**src/core/csbm_pkg.sv**
```systemverilog
// Constants shared by the core status register and banked data memory map.
package csbm_pkg;

  // ****************************************************************
  // Address layout
  // ****************************************************************
  localparam int unsigned ADDR_W = 12;
  localparam int unsigned BANK_W = 5;
  localparam int unsigned OFS_W = 7;
  localparam logic [OFS_W-1:0] OFS_STATUS = 7'h03;
  localparam logic [OFS_W-1:0] OFS_CORE_LAST = 7'h0B;
  localparam logic [OFS_W-1:0] OFS_SFR_FIRST = 7'h0C;
  localparam logic [OFS_W-1:0] OFS_SFR_LAST = 7'h1F;
  localparam logic [OFS_W-1:0] OFS_GPR_FIRST = 7'h20;
  localparam logic [OFS_W-1:0] OFS_GPR_LAST = 7'h6F;
  localparam logic [OFS_W-1:0] OFS_COMMON_FIRST = 7'h70;
  localparam int unsigned GPR_PER_BANK = 80;
  localparam int unsigned COMMON_BYTES = 16;
  localparam int unsigned COMMON_IDX_W = 4;

  // ****************************************************************
  // Status register fields
  // ****************************************************************
  localparam int unsigned DATA_W = 8;
  localparam int unsigned BIT_TIMEOUT = 4;
  localparam int unsigned BIT_POWERDOWN = 3;
  localparam int unsigned BIT_ZERO = 2;
  localparam int unsigned BIT_DIGIT_CARRY = 1;
  localparam int unsigned BIT_CARRY = 0;
  localparam int unsigned NIBBLE_W = 4;
  localparam logic RST_TIMEOUT = 1'b1;
  localparam logic RST_POWERDOWN = 1'b1;
  localparam logic RST_ALU_FLAG = 1'b0;
  localparam logic [2:0] UNIMPL_BITS = 3'h0;
  localparam logic [DATA_W-1:0] ZERO_BYTE = 8'h00;

  // ****************************************************************
  // Flag-affecting operations
  // ****************************************************************
  typedef enum logic [2:0] {
    CSBM_OP_NONE,
    CSBM_OP_ADD,
    CSBM_OP_SUB,
    CSBM_OP_LOGIC,
    CSBM_OP_ROT_LEFT,
    CSBM_OP_ROT_RIGHT
  } csbm_op_e;

endpackage

```
**src/core/csbm_core.sv**
```systemverilog
// Status register, flag logic and banked data memory of the core.
//
// Function
// - Status bits seven to five are unimplemented and read zero.
// - Timeout flag set by power-up, watchdog clear or sleep; cleared by timeout.
// - Powerdown flag set by power-up or watchdog clear; cleared by sleep.
// - Timeout and powerdown are read-only, one at power-on, event driven otherwise.
// - Zero flag follows whether an add, subtract or logic result is zero; rotates leave it.
// - Add/subtract set digit carry on carry out of the low nibble.
// - Add/subtract set carry on carry out of the top result bit.
// - Subtraction adds the two's complement, so carries mean no borrow.
// - Rotates load carry with the bit shifted out of the source.
// - Zero, digit carry, carry are writable, cleared at power-on, kept otherwise.
// - Special function registers occupy bank offsets 0Ch through 1Fh in every bank.
// - Each bank offers at most eighty bytes of general RAM.
// - Sixteen bytes of common RAM are shared by every bank.
// - General RAM is also reachable as one linear region by the pointers.
// - Core registers occupy the first twelve offsets of every bank.
// - Addresses are twelve bits: five bank bits, seven offset bits.
// - A status write is dropped for all three ALU flags when the instruction updates any of them.
// - Unimplemented locations read as zero.
`timescale 1ns/1ps

module csbm_core
  import csbm_pkg::*;
#(
  parameter int unsigned GPR_BANKS = 2
)
(
  // Clock, reset and enable
  input wire logic i_clk_sys,
  input wire logic i_rst_n,
  input wire logic i_ce,
  // Reset-cause and power-state events
  input wire logic i_watchdog_clear_instr,
  input wire logic i_sleep_instr,
  input wire logic i_watchdog_timeout,
  // ALU flag update
  input wire csbm_pkg::csbm_op_e i_alu_op,
  input wire logic [csbm_pkg::DATA_W-1:0] i_alu_a,
  input wire logic [csbm_pkg::DATA_W-1:0] i_alu_b,
  output logic [csbm_pkg::DATA_W-1:0] o_alu_result,
  // Data memory access
  input wire logic i_mem_rd,
  input wire logic i_mem_wr,
  input wire logic i_lin_access,
  input wire logic [csbm_pkg::ADDR_W-1:0] i_mem_addr,
  input wire logic [csbm_pkg::DATA_W-1:0] i_mem_wr_data,
  output logic [csbm_pkg::DATA_W-1:0] o_mem_rd_data,
  // Core and special function registers held outside this block
  output logic o_ext_sel,
  input wire logic [csbm_pkg::DATA_W-1:0] i_ext_rd_data,
  // Status view
  output logic [csbm_pkg::DATA_W-1:0] o_status
);
  import csbm_pkg::*;

  localparam int unsigned GPR_BYTES = GPR_BANKS * GPR_PER_BANK;
  localparam int unsigned GPR_IDX_W = $clog2(GPR_BYTES);

  // ****************************************************************
  // Functions
  // ****************************************************************
  function automatic logic [GPR_IDX_W-1:0] gpr_index(
    input logic [BANK_W-1:0] bank,
    input logic [OFS_W-1:0] ofs
  );
    logic [ADDR_W-1:0] idx;
    idx = ADDR_W'(bank) * ADDR_W'(GPR_PER_BANK) + ADDR_W'(ofs - OFS_GPR_FIRST);
    return idx[GPR_IDX_W-1:0];
  endfunction

  function automatic logic [DATA_W:0] add_carry(
    input logic [DATA_W-1:0] a,
    input logic [DATA_W-1:0] b,
    input logic cin
  );
    return {1'b0, a} + {1'b0, b} + {{DATA_W{1'b0}}, cin};
  endfunction

  // ****************************************************************
  // Address decode
  // ****************************************************************
  logic timeout_flag_q;
  logic powerdown_flag_q;
  logic zero_flag_q;
  logic digit_carry_flag_q;
  logic carry_flag_q;
  logic [DATA_W-1:0] general_ram [GPR_BYTES];
  logic [DATA_W-1:0] common_ram [COMMON_BYTES];
  logic [DATA_W-1:0] rd_data_q;
  logic [DATA_W-1:0] alu_result_q;

  wire [BANK_W-1:0] bank = i_mem_addr[ADDR_W-1:OFS_W];
  wire [OFS_W-1:0] ofs = i_mem_addr[OFS_W-1:0];
  wire in_core = ofs <= OFS_CORE_LAST;
  wire hit_status = !i_lin_access && ofs == OFS_STATUS;
  wire in_sfr = ofs >= OFS_SFR_FIRST && ofs <= OFS_SFR_LAST;
  wire gpr_ok = int'(bank) < GPR_BANKS;
  wire in_gpr_ofs = ofs >= OFS_GPR_FIRST && ofs <= OFS_GPR_LAST;
  wire hit_gpr_bank = !i_lin_access && in_gpr_ofs && gpr_ok;
  wire hit_common = !i_lin_access && ofs >= OFS_COMMON_FIRST;
  wire hit_gpr_lin = i_lin_access && int'(i_mem_addr) < GPR_BYTES;
  wire hit_ext = !i_lin_access && ((in_core && !hit_status) || in_sfr);
  wire [GPR_IDX_W-1:0] gpr_idx = hit_gpr_lin ? i_mem_addr[GPR_IDX_W-1:0]
                                             : gpr_index(bank, ofs);
  wire [COMMON_IDX_W-1:0] common_idx = ofs[COMMON_IDX_W-1:0];
  wire hit_gpr = hit_gpr_bank || hit_gpr_lin;

  assign o_ext_sel = (i_mem_rd || i_mem_wr) && hit_ext;

  // ****************************************************************
  // Flag computation
  // ****************************************************************
  // Subtraction feeds the inverted operand with a carry-in of one, so the
  // carries come out as not-borrow without any extra inversion.
  wire is_sub = i_alu_op == CSBM_OP_SUB;
  wire [DATA_W-1:0] addend = is_sub ? ~i_alu_b : i_alu_b;
  wire [DATA_W:0] sum_full = add_carry(i_alu_a, addend, is_sub);
  wire [NIBBLE_W:0] sum_low = {1'b0, i_alu_a[NIBBLE_W-1:0]}
                              + {1'b0, addend[NIBBLE_W-1:0]}
                              + {{NIBBLE_W{1'b0}}, is_sub};
  wire arith = i_alu_op == CSBM_OP_ADD || is_sub;
  wire rot_left = i_alu_op == CSBM_OP_ROT_LEFT;
  wire rot_right = i_alu_op == CSBM_OP_ROT_RIGHT;
  wire logic_op = i_alu_op == CSBM_OP_LOGIC;

  logic [DATA_W-1:0] result;
  always_comb
  begin
    case (i_alu_op)
      CSBM_OP_ADD, CSBM_OP_SUB: result = sum_full[DATA_W-1:0];
      CSBM_OP_ROT_LEFT: result = {i_alu_a[DATA_W-2:0], carry_flag_q};
      CSBM_OP_ROT_RIGHT: result = {carry_flag_q, i_alu_a[DATA_W-1:1]};
      default: result = i_alu_a;
    endcase
  end

  wire upd_zero = arith || logic_op;
  wire upd_dc = arith;
  wire upd_carry = arith || rot_left || rot_right;
  wire flags_busy = upd_zero || upd_carry;
  wire status_wr = i_mem_wr && hit_status;
  wire status_wr_alu = status_wr && !flags_busy;

  wire zero_d = upd_zero ? (result == ZERO_BYTE)
              : status_wr_alu ? i_mem_wr_data[BIT_ZERO] : zero_flag_q;
  wire dc_d = upd_dc ? sum_low[NIBBLE_W]
            : status_wr_alu ? i_mem_wr_data[BIT_DIGIT_CARRY] : digit_carry_flag_q;
  wire carry_d = arith ? sum_full[DATA_W]
               : rot_left ? i_alu_a[DATA_W-1]
               : rot_right ? i_alu_a[0]
               : status_wr_alu ? i_mem_wr_data[BIT_CARRY] : carry_flag_q;

  // Setting events win over the timeout that would clear the flag.
  wire timeout_d = (i_watchdog_clear_instr || i_sleep_instr) ? 1'b1
                 : i_watchdog_timeout ? 1'b0 : timeout_flag_q;
  wire powerdown_d = i_watchdog_clear_instr ? 1'b1
                   : i_sleep_instr ? 1'b0 : powerdown_flag_q;

  wire [DATA_W-1:0] status_now = {UNIMPL_BITS, timeout_flag_q, powerdown_flag_q,
                                  zero_flag_q, digit_carry_flag_q, carry_flag_q};
  // A read in the same cycle as a flag update sees the updated flags.
  wire [DATA_W-1:0] status_next = {UNIMPL_BITS, timeout_d, powerdown_d,
                                   zero_d, dc_d, carry_d};

  wire [DATA_W-1:0] rd_mux = hit_status ? status_next
                           : hit_common ? common_ram[common_idx]
                           : hit_gpr ? general_ram[gpr_idx]
                           : hit_ext ? i_ext_rd_data
                           : ZERO_BYTE;

  // ****************************************************************
  // Status flags
  // ****************************************************************
  // The asynchronous reset stands for power-on and brown-out only; other
  // resets are not seen here, so the flags keep their values through them.
  always_ff @(posedge i_clk_sys or negedge i_rst_n)
  begin
    if (!i_rst_n)
    begin
      timeout_flag_q <= RST_TIMEOUT;
      powerdown_flag_q <= RST_POWERDOWN;
      zero_flag_q <= RST_ALU_FLAG;
      digit_carry_flag_q <= RST_ALU_FLAG;
      carry_flag_q <= RST_ALU_FLAG;
    end
    else if (i_ce)
    begin
      timeout_flag_q <= timeout_d;
      powerdown_flag_q <= powerdown_d;
      zero_flag_q <= zero_d;
      digit_carry_flag_q <= dc_d;
      carry_flag_q <= carry_d;
    end
  end

  // ****************************************************************
  // Read data and ALU result
  // ****************************************************************
  always_ff @(posedge i_clk_sys or negedge i_rst_n)
  begin
    if (!i_rst_n)
    begin
      rd_data_q <= ZERO_BYTE;
      alu_result_q <= ZERO_BYTE;
    end
    else if (i_ce)
    begin
      if (i_mem_rd)
      begin
        rd_data_q <= rd_mux;
      end
      if (i_alu_op != CSBM_OP_NONE)
      begin
        alu_result_q <= result;
      end
    end
  end

  // ****************************************************************
  // RAM storage
  // ****************************************************************
  // RAM contents are not reset, matching real SRAM and keeping the arrays
  // mappable to memory macros.
  always_ff @(posedge i_clk_sys)
  begin
    if (i_ce && i_mem_wr)
    begin
      if (hit_gpr)
      begin
        general_ram[gpr_idx] <= i_mem_wr_data;
      end
      if (hit_common)
      begin
        common_ram[common_idx] <= i_mem_wr_data;
      end
    end
  end

  assign o_mem_rd_data = rd_data_q;
  assign o_alu_result = alu_result_q;
  assign o_status = status_now;

endmodule

```
**config.mk**
```make
export PLATFORM = sky130hd
export DESIGN_NAME = csbm_core
export DESIGN_NICKNAME = d
export VERILOG_FILES = /design/src/core/csbm_pkg.sv /design/src/core/csbm_core.sv
export SDC_FILE = /design/constraint.sdc
export NUM_CORES = 2
export LEC_CHECK = 0
export ABC_AREA = 1
export BUFFER_PORTS_ARGS = -buffer_cell sky130_fd_sc_hd__clkbuf_2
export CAP_MARGIN = 20
export CORE_ASPECT_RATIO = 1.4
export CORE_MARGIN = 3
export CORE_UTILIZATION = 41
export CTS_BUF_LIST = sky130_fd_sc_hd__clkbuf_4 sky130_fd_sc_hd__clkbuf_8
export CTS_CLUSTER_SIZE = 24
export DETAILED_ROUTE_END_ITERATION = 16
export RECOVER_POWER = 50
export SLEW_MARGIN = 20
export SYNTH_ARGS = -nofsm -noshare
export SYNTH_HDL_FRONTEND = slang
export SYNTH_SLANG_ARGS = --single-unit
export TNS_END_PERCENT = 100
```
**constraint.sdc**
```tcl
create_clock -name i_clk_sys -period 1.6 [get_ports i_clk_sys]
set_input_delay 0.32 -clock i_clk_sys [delete_from_list [all_inputs] [get_ports i_clk_sys]]
set_output_delay 0.32 -clock i_clk_sys [all_outputs]
set_load 0.01 [all_outputs]
```
==> reports/summary.txt <==
Status: finished with violations
Failing checks: negative setup slack
Max frequency: 0.462 GHz
CTS sink cnt: 1429
Placed cell areas: 0.0656 sq mm
Tcrit/Tclk final: 135%
CP arrival: 2.78 ns
Final hold slack: 0.0963 ns
Row count: 161
Max Fanout on Critical Path: 8
Synth Area per Inst: 12.6 sq um
Uppermost layer routed: met5
Required time of the worst setup path: 2.21 ns
Metal2 WL: 89600 microns
Die Span Y: 447 microns
# nets final: 5275
Final wirelength: 177000 microns
Via density: 5.45
Clock root cell: clkbuf_8
Leakage: 0.0257 uW
Most area-consuming cells after synthesis: edfxtp_1 74%, nand2_1 10%, o22ai_1 2.9%, nor2_1 2.0%, a22oi_1 1.4%
Yosys reg bits: 1429
Sequential element share of the synthesized area: 75.2%
Synth-to-layout area growth: 25.9%
CTS tree: built
Cells after synthesis: 4523
Largest net degree at the start of global routing: 69
Vias in the first global route: 39050
Wire length of the first global-routing pass: 256000 microns
Routed len/inst: 24.8 microns
Core box area: 0.138 sq mm
Finish-stage setup viols: 1746
Filler Cell Count: 11631
Worst-path clk slew: 0.07 ns
Clk_lat worst skew: 0.93 ns
RSZ-0062 raised after global routing: yes
Minimum clock period: 2.17 ns
Syn Std Cell Area: 0.0570 sq mm
Worst path slowest cell: fa_2
Max_cap viols: 0
Worst slew pin tran: 1.31 ns
GRT overflow: 0
CP Launch Type: input pin
Post-synth top area share: 74.2%
Slew Limit Headroom: 12.8%
Iteration-0 DRC count of the detailed router: 3356
Clock Path Buffers: 3
Async SR Flop Fraction: 1.47%
PnR worst setup slack: -0.566 ns
Commonest non-fill, non-tap cell in the layout: nand2_1
Reg area: 0.0428 sq mm
Antenna Nets Post-Route: 0
# DRC: 0
Crit. End Element: flop
Multi-input gate area: 0.0148 sq mm
Dpl hpwl: 120000 microns
Critical-path cell list: buf_8 > ha_4 > inv_4 > ha_4 > inv_2 > fa_2 > o21ai_4 > buf_6 > nor2_4 > buf_12 > buf_12 > buf_4 > nand2_8 > buf_12 > nor2_4 > buf_12
CTS Buf Count: 194
Initial antenna violation count: 3
Share of post-route cells with drive strength above 1: 26.0%
Post-Layout Inst Area: 0.0717 sq mm
Post-synth top area cell: edfxtp_1
Die area: 0.144 sq mm
CTS HTree Levels: 4
Unique masters post-synth: 50
Max rail drop VDD: 0.819 mV
Routed via count: 38977
I/O Buffers: 77
Slew Limit Fails: 0
Power per cell area: 1080 mW/mm^2
Worst stage delay on the critical path: 0.58 ns
Buf+Inv Stages, Crit Path: 9
Drt first pass iters: 6
GR Util All Layers: 24.5%
Hold Path Class: in -> reg
Most common flop cell mapped by yosys: edfxtp_1
Setup Skew: 0.0399 ns
Top cell by count, worst path: buf_12
Post-synth EDFFs: 1408
YS warnings: 0
Most frequent cells in the layout: 1498 x nand2_1, 1408 x edfxtp_1, 362 x buf_4, 259 x o22ai_1, 196 x clkbuf_8
Delay-heaviest family, CP: adder cells
Met3 Wirelength: 11800 microns
Chip width: 321 microns
Metal-1 WL: 64100 microns
Final Wtd Congestion: 0.936
Starting Density: 41.3%
Io pins: 81
Critical path type: in -> reg
Fin. Hold Viols: 0
## state kept, by name (all words and copies together), names as in the netlist
name	count
o_mem_rd_data	8
o_alu_result	8
timeout_flag_q	1
carry_flag_q	1
digit_carry_flag_q	1
powerdown_flag_q	1
common_ram	128
zero_flag_q	1
general_ram	1280
## cells by family after synthesis
| family | synth area share (%) |
|---|---|
| mux | 0.0395 |
| buf+inv | 2.74 |
| xor+xnor | 0.123 |
| compound gates | 6.48 |
| simple gates | 15.1 |
| other cells | 0.00658 |
| fa+ha+maj | 0.356 |
| flops | 75.2 |
## cell usage after synthesis (all sizes together) (4+ instances only)
library cell	count
or2	5
xnor2	7
clkbuf	77
nand3	99
nor3	21
nand2	1587
o22ai	265
o21ai	169
nand4	96
ha	13
edfxtp	1408
a22oi	106
buf	159
dfrtp	19
a21oi	60
nor2	314
and2	4
inv	92
## where the power goes
| part | switching (uW) | leakage (uW) | internal (uW) | total [uW] |
|---|---|---|---|---|
| Sequential | 68.0 | 0.0129 | 41200 | 41200 |
| Combinational | 5210 | 0.0107 | 2830 | 8040 |
| Clock | 13700 | 0.00203 | 14500 | 28200 |
| Total | 18900 | 0.0257 | 58500 | 77500 |
## tightest hold or removal path: stages
cell and delay, ns:
clkbuf_2 0.10, buf_4 0.12, nand3_1 0.08, nand3_1 0.10, buf_4 0.11, mux2_2 0.12
## path summary, 6_finish.rpt
kind / start / end / slack (ns) / cells past startpoint
min in group asynchronous: i_rst_n / powerdown_flag_q$_DFFE_PN1P_ / 0.59 / 3
worst max register to register: general_ram[21][0]$_DFFE_PP_ / o_mem_rd_data[0]$_DFFE_PN0P_ / -0.45 / 17
worst min-delay path: i_alu_a[2] / o_alu_result[2]$_DFFE_PN0P_ / 0.1 / 6
worst min register to register: o_mem_rd_data[1]$_DFFE_PN0P_ / o_mem_rd_data[1]$_DFFE_PN0P_ / 0.48 / 2
max in group asynchronous: i_rst_n / o_alu_result[0]$_DFFE_PN0P_ / 0.26 / 3
worst max-delay path: i_mem_addr[7] / general_ram[81][0]$_DFFE_PP_ / -0.57 / 16
## what timing repair did
action / 4_1_cts / 5_1_grt
pin swaps: 128 / 108
setup endpoints to repair: 1311 / 1316
cloned: 9 / 2
endpoints found under the hold margin: 895 / 0
hold buffers: 27 / 0
resized for setup: 333 / 151
setup buffers: 18 / 9
## metal layers
metal  vias to the layer above  track usage, %
met5                         -               0
met4                         2            13.8
met3                       485            4.07
li1                      17611               -
met2                      1664            42.8
met1                     19215            28.6
## final cells by class
class,count,share of cell area (%)
Multi-Input combinational cell,2770,20.7
Inverter,93,0.558
Sequential cell,1429,59.7
Timing Repair Buffer,716,10.5
Tap cell,1793,3.13
Clock inverter,111,1.21
Clock buffer,241,4.23
Antenna cell,2,0.00698
## per-stage QoR
step / power, uW / setup TNS, ns / setup slack (ns) / cells / utilization, %
final: 77500 / -583.07 / -0.566 / 7155 / 52.0
after global routing: 79900 / -560.96 / -0.578 / 7154 / 52.0
after CTS: 77600 / -326.34 / -0.444 / 7145 / 51.8
after detailed placement: 49000 / -1814.71 / -1.45 / 6741 / 47.6
after global placement: 48900 / -1800.57 / -1.56 / 6741 / 47.6
after floorplan: 45000 / -1466.03 / -1.11 / 4525 / -
Power figures use the tool's default switching activity.
